$ cat config.mk
export PLATFORM = sky130hd
export DESIGN_NAME = nipc_ctrl
export DESIGN_NICKNAME = d
export VERILOG_FILES = /design/src/hdl/nipc_pkg.sv /design/src/hdl/nipc_arbiter.sv /design/src/hdl/nipc_ctrl.sv
export SDC_FILE = /design/constraint.sdc
export NUM_CORES = 1
export LEC_CHECK = 0
export BUFFER_PORTS_ARGS = -buffer_cell sky130_fd_sc_hd__buf_2
export CORE_UTILIZATION = 55
export CTS_CLUSTER_SIZE = 30
export DETAILED_ROUTE_END_ITERATION = 7
export GPL_TIMING_DRIVEN = 0
export PLACE_DENSITY = 0.79
export SLEW_MARGIN = 10
export SYNTH_ARGS = -nofsm -noshare
export SYNTH_HDL_FRONTEND = slang
export SYNTH_SLANG_ARGS = --single-unit
$ cat constraint.sdc
create_clock -name SYS_CLK -period 26.8 [get_ports SYS_CLK]
set_input_delay 2.68 -clock SYS_CLK [delete_from_list [all_inputs] [get_ports SYS_CLK]]
set_output_delay 2.68 -clock SYS_CLK [all_outputs]
set_load 0.02 [all_outputs]
$ cat src/hdl/nipc_pkg.sv
// constants, state type and shared functions of the nested interrupt priority controller
`default_nettype none
package nipc_pkg;
	// vector map, top of memory
	localparam int          NUM_VEC     = 14;
	localparam logic [15:0] VEC_FIRST   = 16'hFFFA;
	localparam logic [15:0] TRAP_VEC    = 16'hFFFC;
	localparam logic [15:0] RESET_VEC   = 16'hFFFE;
	localparam logic [15:0] VEC_LOWEST  = 16'hFFE0;
	// stack page and pointer
	localparam logic [7:0]  STACK_PAGE  = 8'h01;
	localparam logic [7:0]  SP_RESET    = 8'hFF;
	// sequence counts
	localparam logic [2:0]  CTX_LAST      = 3'h4;
	localparam logic [2:0]  FETCH_CYCLES  = 3'h2;
	localparam logic [2:0]  FETCH_HI_CAP  = 3'h2;
	localparam logic [2:0]  FETCH_LAST    = 3'h3;
	localparam logic [2:0]  POP_FIRST_CAP = 3'h2;
	localparam logic [2:0]  POP_LAST      = 3'h6;
	// priority bit positions in the condition code register
	localparam int          PRIO_HI_BIT = 5;
	localparam int          PRIO_LO_BIT = 3;
	// level codes {high bit, low bit}
	localparam logic [1:0]  LVL_MAIN = 2'h2;
	localparam logic [1:0]  LVL_ONE  = 2'h1;
	localparam logic [1:0]  LVL_TWO  = 2'h0;
	localparam logic [1:0]  LVL_DIS  = 2'h3;
	// register byte offsets
	localparam logic [4:0]  REG_PRIO0   = 5'h00;
	localparam logic [4:0]  REG_ENABLE  = 5'h10;
	localparam logic [4:0]  REG_PENDING = 5'h14;
	localparam logic [4:0]  REG_STATUS  = 5'h18;
	localparam logic [4:0]  REG_LEVEL   = 5'h1C;
	localparam logic [7:0]  PRIO_RESET  = 8'hFF;

	typedef enum logic [1:0] {
		ST_IDLE  = 2'h0,
		ST_PUSH  = 2'h1,
		ST_FETCH = 2'h3,
		ST_POP   = 2'h2
	} nipc_state_type;

	// level code to rank 0..3
	function automatic logic [1:0] prio_rank(input logic [1:0] code);
		unique case (code)
			LVL_MAIN: prio_rank = 2'h0;
			LVL_ONE:  prio_rank = 2'h1;
			LVL_TWO:  prio_rank = 2'h2;
			LVL_DIS:  prio_rank = 2'h3;
		endcase
	endfunction

	// the main level code can never be stored in a vector field
	function automatic logic [1:0] keep_level(input logic [1:0] old_code, input logic [1:0] new_code);
		keep_level = (new_code == LVL_MAIN) ? old_code : new_code;
	endfunction
endpackage
`default_nettype wire

$ cat src/hdl/nipc_arbiter.sv
// pending request arbiter: software level first, fixed vector order second
`timescale 1ns/1ps
`default_nettype none
module nipc_arbiter #(
	parameter int NUM_VEC = nipc_pkg::NUM_VEC,
	parameter int IDX_W   = 4
) (
	input  wire logic [NUM_VEC-1:0]   req_vec,
	input  wire logic [2*NUM_VEC-1:0] prio_vec,
	input  wire logic [1:0]           cur_level,
	output logic                      win_valid,
	output logic [IDX_W-1:0]          win_idx,
	output logic [1:0]                win_level
);
	logic [1:0] best_rank;
	logic [1:0] cand_rank;

	// scan from lowest fixed priority upward so that ties go to the lower index
	always_comb begin
		win_valid = 1'b0;
		win_idx   = '0;
		win_level = nipc_pkg::LVL_MAIN;
		best_rank = 2'h0;
		cand_rank = 2'h0;
		for (int i = NUM_VEC - 1; i >= 0; i--) begin
			cand_rank = nipc_pkg::prio_rank(prio_vec[2*i +: 2]);
			if (req_vec[i] && (cand_rank > nipc_pkg::prio_rank(cur_level))) begin
				if (!win_valid || (cand_rank >= best_rank)) begin
					win_valid = 1'b1;
					win_idx   = IDX_W'(i);
					win_level = prio_vec[2*i +: 2];
					best_rank = cand_rank;
				end
			end
		end
	end
endmodule // nipc_arbiter
`default_nettype wire

$ cat src/hdl/nipc_ctrl.sv
// nested interrupt priority controller: arbitration, context stacking, return and reset fetch
// Summary of operation
// - fourteen maskable vectors plus reset, trap; four levels
// - reset and trap are never masked
// - vectors fill FFE0h..FFFFh in hardware priority order
// - current level sits in condition code bits 5,3
// - requests taken only at instruction end
// - entry pushes PC, X, A, CC
// - entry loads current level from vector field
// - then PC loads from vector, handler fetch
// - return pops saved context from stack
// - return restores current level from popped CC
// - level codes: 10,01,00,11; 11 masks all
// - highest software level wins first
// - equal levels: highest hardware priority wins
// - unserved requests stay latched as pending
// - fixed order is unique, always one winner
// - reset and trap outrank every maskable source
// - reset vector read from FFFEh-FFFFh
// - reset vector fetch takes four cycles, two of them reads
// - served only if enabled and above level
// - reset/trap set level 3; reset skips stacking
// - writing level 0 code keeps old field
`timescale 1ns/1ps
`default_nettype none
module nipc_ctrl #(
	parameter int NUM_VEC = nipc_pkg::NUM_VEC
) (
	input  wire logic               SYS_CLK,
	input  wire logic               RSTN,
	input  wire logic [4:0]         AVS_ADDRESS,
	input  wire logic               AVS_READ,
	input  wire logic               AVS_WRITE,
	input  wire logic [31:0]        AVS_WRITEDATA,
	input  wire logic [3:0]         AVS_BYTEENABLE,
	output logic                    AVS_WAITREQUEST,
	output logic [31:0]             AVS_READDATA,
	input  wire logic               INSTR_DONE,
	input  wire logic               TRAP_EXEC,
	input  wire logic               RETURN_FROM_INTERRUPT_EXEC,
	input  wire logic [NUM_VEC-1:0] IRQ_REQ,
	input  wire logic [NUM_VEC-1:0] IRQ_CLR,
	input  wire logic [15:0]        CPU_PC,
	input  wire logic [7:0]         CPU_X,
	input  wire logic [7:0]         CPU_A,
	input  wire logic [7:0]         CPU_CC,
	input  wire logic [7:0]         MEM_RDATA,
	output logic [15:0]             MEM_ADDR,
	output logic                    MEM_RE,
	output logic                    MEM_WE,
	output logic [7:0]              MEM_WDATA,
	output logic                    CORE_HOLD,
	output logic                    PC_LOAD,
	output logic [15:0]             PC_VALUE,
	output logic                    CTX_LOAD,
	output logic [7:0]              CTX_X,
	output logic [7:0]              CTX_A,
	output logic [7:0]              CTX_CC,
	output logic [7:0]              STACK_PTR_LOW,
	output logic                    CUR_PRIO_HIGH_BIT,
	output logic                    CUR_PRIO_LOW_BIT
);
	localparam int IDX_W = 4;

	////////////////////////////////////////////////////////////////////////////
	// declarations
	nipc_pkg::nipc_state_type state_q;
	logic [2:0]           cnt_q;
	logic [7:0]           sp_q;
	logic [15:0]          serv_vec_q;
	logic [1:0]           new_lvl_q;
	logic [1:0]           cur_prio_q;
	logic [7:0]           pc_hi_q;
	logic [7:0]           ctx_q [5];
	logic [7:0]           pop_q [4];
	logic [2*NUM_VEC-1:0] prio_q;
	logic [NUM_VEC-1:0]   enable_q;
	logic [NUM_VEC-1:0]   pend_q;
	logic                 trap_pend_q;
	logic                 waitreq_q;
	logic [31:0]          rdata_q;
	logic                 hold_q;
	logic [15:0]          mem_addr_q;
	logic                 mem_re_q;
	logic                 mem_we_q;
	logic [7:0]           mem_wdata_q;
	logic                 pc_load_q;
	logic [15:0]          pc_value_q;
	logic                 ctx_load_q;
	logic [7:0]           ctx_x_q;
	logic [7:0]           ctx_a_q;
	logic [7:0]           ctx_cc_q;

	logic                 win_valid;
	logic [IDX_W-1:0]     win_idx;
	logic [1:0]           win_level;
	logic                 boundary;
	logic                 trap_now;
	logic                 take_return_from_interrupt;
	logic                 take_trap;
	logic                 take_irq;
	logic [NUM_VEC-1:0]   take_onehot;
	logic                 push_end;
	logic                 pop_end;
	logic                 bus_take;
	logic                 wr_fire;
	logic [7:0]           cc_snap;
	logic [31:0]          prio_view;
	logic [31:0]          rd_word;

	// exact byte address match
	function automatic logic reg_hit(input logic [4:0] addr, input logic [4:0] offset);
		reg_hit = (addr == offset);
	endfunction

	////////////////////////////////////////////////////////////////////////////
	// arbitration on latched flags only
	nipc_arbiter #(
		.NUM_VEC (NUM_VEC),
		.IDX_W   (IDX_W)
	) u_arbiter (
		.req_vec   (pend_q & enable_q),
		.prio_vec  (prio_q),
		.cur_level (cur_prio_q),
		.win_valid (win_valid),
		.win_idx   (win_idx),
		.win_level (win_level)
	);

	// acceptance decode; return beats a new request at the same boundary
	assign boundary    = INSTR_DONE && (state_q == nipc_pkg::ST_IDLE);
	assign trap_now    = TRAP_EXEC || trap_pend_q;
	assign take_return_from_interrupt   = boundary && RETURN_FROM_INTERRUPT_EXEC;
	assign take_trap   = boundary && !RETURN_FROM_INTERRUPT_EXEC && trap_now;
	assign take_irq    = boundary && !RETURN_FROM_INTERRUPT_EXEC && !trap_now && win_valid;
	assign take_onehot = take_irq ? (NUM_VEC'(1) << win_idx) : '0;
	assign push_end    = (state_q == nipc_pkg::ST_PUSH) && (cnt_q == nipc_pkg::CTX_LAST);
	assign pop_end     = (state_q == nipc_pkg::ST_POP) && (cnt_q == nipc_pkg::POP_LAST);

	// stacked CC carries the live level bits
	always_comb begin
		cc_snap = CPU_CC;
		cc_snap[nipc_pkg::PRIO_HI_BIT] = cur_prio_q[1];
		cc_snap[nipc_pkg::PRIO_LO_BIT] = cur_prio_q[0];
	end

	////////////////////////////////////////////////////////////////////////////
	// avalon slave: one wait cycle, then a single ready cycle
	assign bus_take = (AVS_READ || AVS_WRITE) && waitreq_q;
	assign wr_fire  = AVS_WRITE && !waitreq_q;

	always_ff @(posedge SYS_CLK) begin
		if (!RSTN) begin
			waitreq_q <= 1'b1;
		end else begin
			waitreq_q <= !bus_take;
		end
	end

	// unused fields of the last priority word read as ones
	always_comb begin
		prio_view = '1;
		for (int i = 0; i < NUM_VEC; i++) begin
			prio_view[2*i +: 2] = prio_q[2*i +: 2];
		end
	end

	// read mux; unmapped addresses read zero
	always_comb begin
		rd_word = 32'h0;
		for (int k = 0; k < 4; k++) begin
			if (reg_hit(AVS_ADDRESS, nipc_pkg::REG_PRIO0 + 5'(4 * k))) begin
				rd_word = {24'h0, prio_view[8*k +: 8]};
			end
		end
		if (reg_hit(AVS_ADDRESS, nipc_pkg::REG_ENABLE)) begin
			rd_word = 32'(enable_q);
		end
		if (reg_hit(AVS_ADDRESS, nipc_pkg::REG_PENDING)) begin
			rd_word = 32'(pend_q);
		end
		if (reg_hit(AVS_ADDRESS, nipc_pkg::REG_STATUS)) begin
			rd_word = {28'h0, trap_pend_q, state_q, hold_q};
		end
		if (reg_hit(AVS_ADDRESS, nipc_pkg::REG_LEVEL)) begin
			rd_word = {30'h0, cur_prio_q};
		end
	end

	// read data captured in the wait cycle, stands while ready is shown
	always_ff @(posedge SYS_CLK) begin
		if (!RSTN) begin
			rdata_q <= 32'h0;
		end else if (bus_take && AVS_READ) begin
			rdata_q <= rd_word;
		end
	end

	// vector level fields and enables
	always_ff @(posedge SYS_CLK) begin
		if (!RSTN) begin
			prio_q   <= '1; // every field resets to the level 3 code
			enable_q <= '0;
		end else if (wr_fire) begin
			for (int i = 0; i < NUM_VEC; i++) begin
				if (reg_hit(AVS_ADDRESS, nipc_pkg::REG_PRIO0 + 5'(4 * (i / 4)))
					&& AVS_BYTEENABLE[0]) begin
					prio_q[2*i +: 2] <= nipc_pkg::keep_level(prio_q[2*i +: 2],
						AVS_WRITEDATA[2*(i%4) +: 2]);
				end
				if (reg_hit(AVS_ADDRESS, nipc_pkg::REG_ENABLE) && AVS_BYTEENABLE[i/8]) begin
					enable_q[i] <= AVS_WRITEDATA[i];
				end
			end
		end
	end

	////////////////////////////////////////////////////////////////////////////
	// pending latches: a new request wins over any clear in the same cycle
	always_ff @(posedge SYS_CLK) begin
		if (!RSTN) begin
			pend_q      <= '0;
			trap_pend_q <= 1'b0;
		end else begin
			pend_q      <= IRQ_REQ | (pend_q & ~(IRQ_CLR | take_onehot));
			// a trap served at its own boundary is consumed, not left latched
			trap_pend_q <= !take_trap && (TRAP_EXEC || trap_pend_q);
		end
	end

	// current level: reset leaves it at 3, entry and return reload it
	always_ff @(posedge SYS_CLK) begin
		if (!RSTN) begin
			cur_prio_q <= nipc_pkg::LVL_DIS;
		end else if (push_end) begin
			cur_prio_q <= new_lvl_q;
		end else if (pop_end) begin
			cur_prio_q <= {pop_q[0][nipc_pkg::PRIO_HI_BIT], pop_q[0][nipc_pkg::PRIO_LO_BIT]};
		end else if (wr_fire && reg_hit(AVS_ADDRESS, nipc_pkg::REG_LEVEL)
			&& AVS_BYTEENABLE[0] && (state_q == nipc_pkg::ST_IDLE)) begin
			cur_prio_q <= AVS_WRITEDATA[1:0];
		end
	end

	////////////////////////////////////////////////////////////////////////////
	// sequencer: push context, fetch vector, pop context
	// memory reads return data one cycle after the read is presented
	always_ff @(posedge SYS_CLK) begin
		if (!RSTN) begin
			state_q     <= nipc_pkg::ST_FETCH; // reset fetches without stacking
			cnt_q       <= 3'h0;
			sp_q        <= nipc_pkg::SP_RESET;
			serv_vec_q  <= nipc_pkg::RESET_VEC;
			new_lvl_q   <= nipc_pkg::LVL_DIS;
			hold_q      <= 1'b1;
			mem_addr_q  <= 16'h0;
			mem_re_q    <= 1'b0;
			mem_we_q    <= 1'b0;
			mem_wdata_q <= 8'h0;
			pc_load_q   <= 1'b0;
			pc_value_q  <= 16'h0;
			pc_hi_q     <= 8'h0;
			ctx_load_q  <= 1'b0;
			ctx_x_q     <= 8'h0;
			ctx_a_q     <= 8'h0;
			ctx_cc_q    <= 8'h0;
		end else begin
			mem_re_q   <= 1'b0;
			mem_we_q   <= 1'b0;
			pc_load_q  <= 1'b0;
			ctx_load_q <= 1'b0;
			unique case (state_q)
				nipc_pkg::ST_IDLE: begin
					cnt_q <= 3'h0;
					if (take_return_from_interrupt) begin
						state_q <= nipc_pkg::ST_POP;
						hold_q  <= 1'b1;
					end else if (take_trap || take_irq) begin
						state_q    <= nipc_pkg::ST_PUSH;
						hold_q     <= 1'b1;
						serv_vec_q <= take_trap ? nipc_pkg::TRAP_VEC
							: nipc_pkg::VEC_FIRST - 16'({win_idx, 1'b0});
						new_lvl_q  <= take_trap ? nipc_pkg::LVL_DIS : win_level;
						ctx_q[0]   <= CPU_PC[7:0];
						ctx_q[1]   <= CPU_PC[15:8];
						ctx_q[2]   <= CPU_X;
						ctx_q[3]   <= CPU_A;
						ctx_q[4]   <= cc_snap;
					end
				end
				nipc_pkg::ST_PUSH: begin
					// low PC byte goes first, at the highest address
					mem_we_q    <= 1'b1;
					mem_addr_q  <= {nipc_pkg::STACK_PAGE, sp_q};
					mem_wdata_q <= ctx_q[cnt_q];
					sp_q        <= sp_q - 8'h1;
					if (cnt_q == nipc_pkg::CTX_LAST) begin
						state_q <= nipc_pkg::ST_FETCH;
						cnt_q   <= 3'h0;
					end else begin
						cnt_q <= cnt_q + 3'h1;
					end
				end
				nipc_pkg::ST_FETCH: begin
					if (cnt_q < nipc_pkg::FETCH_CYCLES) begin
						mem_re_q   <= 1'b1;
						mem_addr_q <= serv_vec_q | {15'h0, cnt_q[0]};
					end
					if (cnt_q == nipc_pkg::FETCH_HI_CAP) begin
						pc_hi_q <= MEM_RDATA;
					end
					if (cnt_q == nipc_pkg::FETCH_LAST) begin
						pc_load_q  <= 1'b1;
						pc_value_q <= {pc_hi_q, MEM_RDATA};
						hold_q     <= 1'b0;
						state_q    <= nipc_pkg::ST_IDLE;
					end else begin
						cnt_q <= cnt_q + 3'h1;
					end
				end
				nipc_pkg::ST_POP: begin
					// pops CC, A, X, PCH, PCL in that order
					if (cnt_q <= nipc_pkg::CTX_LAST) begin
						mem_re_q   <= 1'b1;
						mem_addr_q <= {nipc_pkg::STACK_PAGE, sp_q + 8'h1};
						sp_q       <= sp_q + 8'h1;
					end
					if ((cnt_q >= nipc_pkg::POP_FIRST_CAP) && (cnt_q < nipc_pkg::POP_LAST)) begin
						pop_q[2'(cnt_q - nipc_pkg::POP_FIRST_CAP)] <= MEM_RDATA;
					end
					if (cnt_q == nipc_pkg::POP_LAST) begin
						ctx_load_q <= 1'b1;
						ctx_cc_q   <= pop_q[0];
						ctx_a_q    <= pop_q[1];
						ctx_x_q    <= pop_q[2];
						pc_load_q  <= 1'b1;
						pc_value_q <= {pop_q[3], MEM_RDATA};
						hold_q     <= 1'b0;
						state_q    <= nipc_pkg::ST_IDLE;
					end else begin
						cnt_q <= cnt_q + 3'h1;
					end
				end
			endcase
		end
	end

	// outputs straight from flops
	assign AVS_WAITREQUEST   = waitreq_q;
	assign AVS_READDATA      = rdata_q;
	assign MEM_ADDR          = mem_addr_q;
	assign MEM_RE            = mem_re_q;
	assign MEM_WE            = mem_we_q;
	assign MEM_WDATA         = mem_wdata_q;
	assign CORE_HOLD         = hold_q;
	assign PC_LOAD           = pc_load_q;
	assign PC_VALUE          = pc_value_q;
	assign CTX_LOAD          = ctx_load_q;
	assign CTX_X             = ctx_x_q;
	assign CTX_A             = ctx_a_q;
	assign CTX_CC            = ctx_cc_q;
	assign STACK_PTR_LOW     = sp_q;
	assign CUR_PRIO_HIGH_BIT = cur_prio_q[1];
	assign CUR_PRIO_LOW_BIT  = cur_prio_q[0];

	////////////////////////////////////////////////////////////////////////////
	// checks: helper flags whether any eligible request beats the winner
	logic better_exists;
	always_comb begin
		better_exists = 1'b0;
		for (int j = 0; j < NUM_VEC; j++) begin
			if (pend_q[j] && enable_q[j] && (nipc_pkg::prio_rank(prio_q[2*j +: 2])
				> nipc_pkg::prio_rank(win_level))) begin
				better_exists = 1'b1;
			end
			if (pend_q[j] && enable_q[j] && (IDX_W'(j) < win_idx)
				&& (prio_q[2*j +: 2] == win_level)) begin
				better_exists = 1'b1;
			end
		end
	end
endmodule // nipc_ctrl
`default_nettype wire

==> results.txt, run 1 <==
Status = finished, final reports clean
Total Wirelength = 39500 um
First-pass GRT wire length = 60800 um
Worst path slowest cell = a2111oi_1
CTS resizes = 0
Fill cells = 1897
Ys Warns = 0
Core Footprint = 22900 um^2
Slowest stage delay, CP = 0.61 ns
Area contributors post-synth = dfxtp_1 25%, edfxtp_1 17%, ha_1 10%
TNS Setup = 0 ns
Hold_sp = serv_vec_q[5]
Relative slew margins = 38.3%
Min-Delay Path Class = reg -> reg
Reg-to-reg critical path startpoint = cur_prio_q[1]
#FFs+latches synth = 237
DRC viols = 0
Fin nets = 1861
Crit path from = cur_prio_q[1]
Top Ports = 236
Vias per inst = 5.95
Post-Syn Area = 13000 um^2
Worst setup EP type = register
Port Buffers = 192
Min cycle time layout = 23.20 ns
Clock skew = 0.0169 ns
Final Util = 66.7%
Post-synth ARST share = 0%
CP Class = reg -> reg
Max_cap viols = 0
Setup crit start kind = register
Clk slew on worst S/H paths = 0.07 ns
Largest net degree at the start of global routing = 29
Gr usage total = 32.6%
CTS Buffer Depth = 3
Avg Cell Area, Syn = 9.31 um^2
Critical Path Fanout Max = 14
CTS tree = built
Routed via count = 11700
Final Max Tran Viols = 0
CTS Sinks = 237
R2R Setup Slk = 3.60 ns
Area share of the largest cell type after synthesis = 25.4%
Initial antenna violation count = 1
Hold_buf cts = 0
Register area = 5470 um^2
Area leader, netlist = dfxtp_1
Setup bufs post-CTS = 0
VDD IR max = 0.0000856 V
Tcrit/Tclk final = 86.6%
Die width = 156 um
Setup Viol. Count Final = 0
Worst path required time = 27.22 ns
Grt ovf = 0
Commonest non-fill, non-tap cell in the layout = buf_2
Slew @ Worst Pin = 0.903 ns
H-tree Lvls = 1
Row cnt = 55
Final hold violations = 0
Synth Instances = 1396
CTS Root Cell = clkbuf_16
Register area share after synthesis = 42.1%
Effective utilization at floorplan = 56.7%
DR WL/cell = 20.1 um
Crit path DAT = 23.62 ns
Cell variety after synth = 89
CTS buffer count = 24
GPL Wtd Cong = 0.963
Cell Pwr Density = 73.5 nW/um^2
DR pass1 iterations = 5
Post-synth EDFFs = 72
Fmax = 43.1 MHz
Multi-input gate area = 6920 um^2
Commonest cells after routing, fill and taps aside = 194 x buf_2, 173 x nand2_1, 165 x dfxtp_1, 140 x nor2_1, 104 x ha_1
Leak = 0.00689 uW
Ys flop type = dfxtp_1
Layout cells sized above 1 = 18.4%
Vias in the first global route = 11200
Post-route antenna net violation count = 0
Top cell by count, worst path = ha_1
Full die area = 24200 um^2
Unrepaired setup endpoints after global routing = no
Area growth from synthesis to final layout = 17.6%
Die Y = 156 um
Post-DP HPWL = 30200 um
Clock Latency Late Sink = 0.53 ns
DRT iter0 DRCs = 934
==> sequential cells by signal (all words and copies together) (netlist names), 3 cells and up <==
| name | flops |
|---|---|
| AVS_READDATA | 14 |
| STACK_PTR_LOW | 8 |
| pc_hi_q | 8 |
| PC_VALUE | 16 |
| MEM_ADDR | 10 |
| CTX_A | 8 |
| serv_vec_q | 5 |
| CTX_CC | 8 |
| enable_q | 14 |
| prio_q | 28 |
| pop_q | 32 |
| MEM_WDATA | 8 |
| ctx_q | 40 |
| pend_q | 14 |
| CTX_X | 8 |
| cnt_q | 3 |
==> per-stage QoR <==
stage	setup slack (ns)	hold slack (ns)	total power, uW	cell area (um^2)	std cells
2_1_floorplan	7.66	0.417	668	13100	1413
3_3_place_gp	3.85	0.437	770	14400	1918
3_5_place_dp	4.09	0.436	775	14500	1920
4_1_cts	3.95	0.452	1120	15300	1964
5_1_grt	2.13	0.480	1180	15300	1964
6_report	3.60	0.450	1120	15300	1965
==> critical path: cells and delay by family, from the launching register on <==
kind | cells | cell delay (ns)
AOI/OAI and AO/OA | 37 | 11.00
and+or+nand+nor | 33 | 4.85
adders and majority gates | 16 | 4.72
buffers and inverters | 9 | 1.52
DFF | 1 | 0.60
muxes | 2 | 0.39
==> per-layer routing <==
metal / track usage [%] / part of all wire, % / vias to the layer above
met5: 0 / 0 / -
met4: 16.9 / 5.2 / 0
met3: 5.03 / 7.5 / 122
met2: 54.5 / 47 / 553
met1: 40.8 / 40 / 5498
li1: - / - / 5519
==> cells in the mapped netlist, drive strengths merged, types with 4 or more instances <==
library cell / count
o2111ai: 14
o211ai: 27
a22oi: 7
a221oi: 11
buf: 34
and2: 16
a21oi: 100
and3: 10
o21bai: 16
a31oi: 17
mux2i: 56
a2111oi: 4
o21ai: 55
inv: 72
mux4: 8
nand3: 24
nor4: 5
a21o: 7
nor2b: 23
o31ai: 8
nor2: 145
nand2b: 17
o22ai: 9
o21a: 6
nor3: 20
a211oi: 23
clkbuf: 49
or2: 6
dfxtp: 165
nand2: 173
edfxtp: 72
xnor2: 4
o221ai: 4
a311oi: 22
ha: 104
o2111a: 10
==> area by class of cell <==
class	instances	share of cell area (%)
multi-input cells	1020	45.3
flip-flops and latches	237	35.8
repair buffers	194	6.52
clock buffers	32	4.19
plain buffers	83	2.67
well taps	313	2.56
inverters	73	1.79
clock inverters	12	1.14
diodes	1	0.0164
==> kinds of logic (layout without fill, tap and decap cells) <==
| kind of cell | count (synthesis) | count (layout) | synth area share (%) |
|---|---|---|---|
| simple gates | 456 | 456 | 15.9 |
| compound gates | 371 | 371 | 20.5 |
| flops | 237 | 237 | 42.1 |
| buf+inv | 156 | 394 | 5.25 |
| fa+ha+maj | 105 | 105 | 10.1 |
| mux | 65 | 65 | 5.79 |
| xor+xnor | 5 | 5 | 0.337 |
| other cells | 1 | 19 | 0.0289 |
==> where the power goes <==
group          total (uW)  leakage, uW  switching (uW)  internal, uW
clock network         347     0.000390             140           207
registers             438      0.00199            30.8           407
logic                 338      0.00451             216           123
total                1120      0.00689             386           737
==> worst paths after layout <==
kind,end,cells after the start
max reg2reg,pend_q[7],97
max,pend_q[7],97
min reg2reg,serv_vec_q[5],1
min,serv_vec_q[5],1
No activity file was read; power rests on OpenSTA's default activity.
==> inputs of run 2 (changes only) <==
Settings changed: ABC_AREA from default to 1.
Clock period 26.8 ns to 28.1 ns, I/O delays scaled along.
==> run 2 against run 1 <==
Compared with the run above: area after synthesis down 1.6%; clock skew is 0.0081 ns higher; utilization increased by 0.077 points; non-clock buffer count fell by 14; sequential share of layout area rose by 0.28 points; synthesized cell count rose by 16%; worst setup slack improved by 7.4 ns; first-iteration DRC count increased by 56%; sequential cell count is the same; hold slack lost 0.0018 ns; routed wire length shrank 1.8%; critical path type unchanged; critical endpoint is now serv_vec_q[4].
==> results.txt, run 2 <==
Global routing's busiest layer = met2
Unrepaired setup endpoints after global routing = no
Most numerous cell in the Yosys netlist = nand2_1
Routed via count = 12100 (+3.9%)
Effective utilization at floorplan = 56.3% (-0.42 points)
First-pass GRT wire length = 60800 um (about the same)
Commonest cells after routing, fill and taps aside = 263 x nand2_1, 210 x inv_1, 203 x nor2_1, 195 x buf_2, 165 x dfxtp_1
DR pass1 iterations = 6 (+1)
CTS Sinks = 237 (unchanged)
Int Power = 714 uW (-3.1%)
Post-synth EDFFs = 72 (unchanged)
Ys Warns = 0 (unchanged)
Commonest non-fill, non-tap cell in the layout = nand2_1
Port Buffers = 195 (+1.6%)
Post-DP HPWL = 28800 um (-4.5%)
Slowest stage delay, CP = 0.56 ns (-0.05 ns)
#FFs+latches synth = 237 (unchanged)
Synth Instances = 1626 (+16%)
CTS Buffer Depth = 3 (unchanged)
Clk slew on worst S/H paths = 0.06 ns (about the same)
Gr usage total = 32.6% (+0.059 points)
Slew @ Worst Pin = 0.953 ns (+0.0504 ns)
Met2 Use GR = 53.4% (-1.0 points)
Total power = 1110 uW (-0.97%)
Status = finished, final reports clean
Core Footprint = 22700 um^2 (-0.90%)
DRT iter0 DRCs = 1455 (+56%)
Worst path slowest cell = inv_1
Sw Share = 35.8% (+1.4 points)
Hold_buf cts = 0 (unchanged)
VDD IR max = 0.0000793 V (-7.3%)
Top Ports = 236 (unchanged)
Area contributors post-synth = dfxtp_1 26%, edfxtp_1 17%, ha_1 10%
Initial antenna violation count = 1 (unchanged)
Clk pwr share = 33.5% (+2.6 points)
Min-Delay Path Class = reg -> reg
Clock skew = 0.0250 ns (+0.00812 ns)
Critical Path Fanout Max = 14 (unchanged)
DRC viols = 0 (unchanged)
Worst setup EP type = register
Final Util = 66.7% (+0.077 points)
Grt ovf = 0 (unchanged)
Post-synth ARST share = 0% (unchanged)
Fmax = 58.6 MHz (+36%)
Max reg flops = 40 (unchanged)
Setup bufs post-CTS = 0 (unchanged)
Row cnt = 55 (unchanged)
Met1 Use GR = 41.3% (+0.57 points)
Setup crit start kind = register
Total Wirelength = 38800 um (-1.8%)
Clock Latency Late Sink = 0.55 ns (+0.02 ns)
Tcrit/Tclk final = 60.7% (-26 points)
Most frequent cells after synthesis = 263 x nand2_1, 210 x inv_1, 205 x nor2_1
Setup Viol. Count Final = 0 (unchanged)
CP Class = reg -> reg
Final Max Tran Viols = 0 (unchanged)
CTS buffer count = 26 (+8.3%)
Net Sw Power = 398 uW (+3.1%)
Avg Cell Area, Syn = 7.86 um^2 (-16%)
Min Hold Slack = 0.448 ns (-0.00185 ns)
Area growth from synthesis to final layout = 18.6%
Worst path required time = 28.48 ns (+1.26 ns)
Register area = 5470 um^2 (unchanged)
Post-route antenna net violation count = 0 (unchanged)
Fill cells = 1872 (-1.3%)
Area share of the largest cell type after synthesis = 25.8% (+0.42 points)
Full die area = 23900 um^2 (-1.6%)
GPL Wtd Cong = 0.974 (+1.2%)
Area leader, netlist = dfxtp_1
Register area share after synthesis = 42.8% (+0.70 points)
Max_cap viols = 0 (unchanged)
Die width = 154 um (-0.81%)
Die Y = 154 um (-0.81%)
M3 GR Usage = 4.93% (-0.096 points)
CTS resizes = 0 (unchanged)
Final hold violations = 0 (unchanged)
Comb pwr share = 28.7% (-1.4 points)
TNS Setup = 0 ns (unchanged)
Leak = 0.00737 uW (+6.8%)
Crit path DAT = 17.45 ns (-6.17 ns)
Largest registers = ctx_q x40, pop_q x32, prio_q x28
Vias per inst = 5.59 (-6.1%)
Post-Syn Area = 12800 um^2 (-1.6%)
Largest net degree at the start of global routing = 34 (+17%)
H-tree Lvls = 1 (unchanged)
Top cell by count, worst path = nand2_1
Multi-input gate area = 6200 um^2 (-10%)
Layout cells sized above 1 = 17.0% (-1.4 points)
Cell Pwr Density = 73.4 nW/um^2 (-0.19%)
Seq pwr share = 37.9% (-1.1 points)
Vias in the first global route = 11800 (+5.1%)
Ys flop type = dfxtp_1
Fin nets = 2096 (+13%)
CTS Root Cell = clkbuf_16
DR WL/cell = 17.8 um (-11%)
CTS tree = built
Cell variety after synth = 51 (-43%)
Top reg by flops = ctx_q
Min cycle time layout = 17.07 ns (-6.13 ns)
Relative slew margins = 35.9% (-2.4 points)
run 2: area by class of cell:
cell class	instances	area share, %
tap	285	2.35
timing repair buffer	197	6.67
buffer	66	2.23
antenna	1	0.0165
inverter	227	5.63
sequential	237	36.1
clock inverter	19	1.78
clock buffer	29	4.37
multi-input combinational	1113	40.9
run 2: worst max-delay path, delay by kind of cell, from the launching register on:
family	cells	cell delay [ns]
buffers and inverters	28	2.85
adder cells (fa/ha/maj)	16	4.29
flip-flops	1	0.50
AO/OA/AOI/OAI	11	1.67
AND/OR/NAND/NOR	78	7.56
run 2: final timing paths:
path         slack, ns          start  cells after the start             to
max              11.03  cur_prio_q[1]                    133  serv_vec_q[4]
min               0.45     pc_hi_q[4]                      2     pc_hi_q[4]
max reg2reg      11.03  cur_prio_q[1]                    133  serv_vec_q[4]
min reg2reg       0.45     pc_hi_q[4]                      2     pc_hi_q[4]
run 2: cells by family after synthesis:
kind of cell	after synthesis	share of synthesized area, %
buf+inv	293	9.32
compound gates	379	16.9
simple gates	611	20.7
xor+xnor	1	0.0685
other cells	1	0.0293
fa+ha+maj	104	10.2
flops	237	42.8
run 2: stage by stage:
| stage | instance area [um^2] | setup WS [ns] | std cells |
|---|---|---|---|
| floorplan | 12800 | 13.39 | 1643 |
| detailed placement | 14200 | 11.23 | 2125 |
| CTS | 15200 | 11.12 | 2173 |
| global placement | 14200 | 11.12 | 2123 |
| global route | 15200 | 9.21 | 2174 |
| finish | 15200 | 11.03 | 2174 |
run 2: layer usage:
| layer | share of wire (%) | up-vias |
|---|---|---|
| li1 | - | 5880 |
| met1 | 40 | 5576 |
| met2 | 46 | 552 |
| met3 | 8.2 | 135 |
| met4 | 5.6 | 0 |
| met5 | 0 | - |
run 2: power groups by stage:
stage	combinational [uW]	clock, uW	sequential [uW]
3_5_place_dp	306	0	425
6_report	319	372	421
2_1_floorplan	173	0	449
5_1_grt	348	388	425
4_1_cts	311	373	419
3_3_place_gp	301	0	425
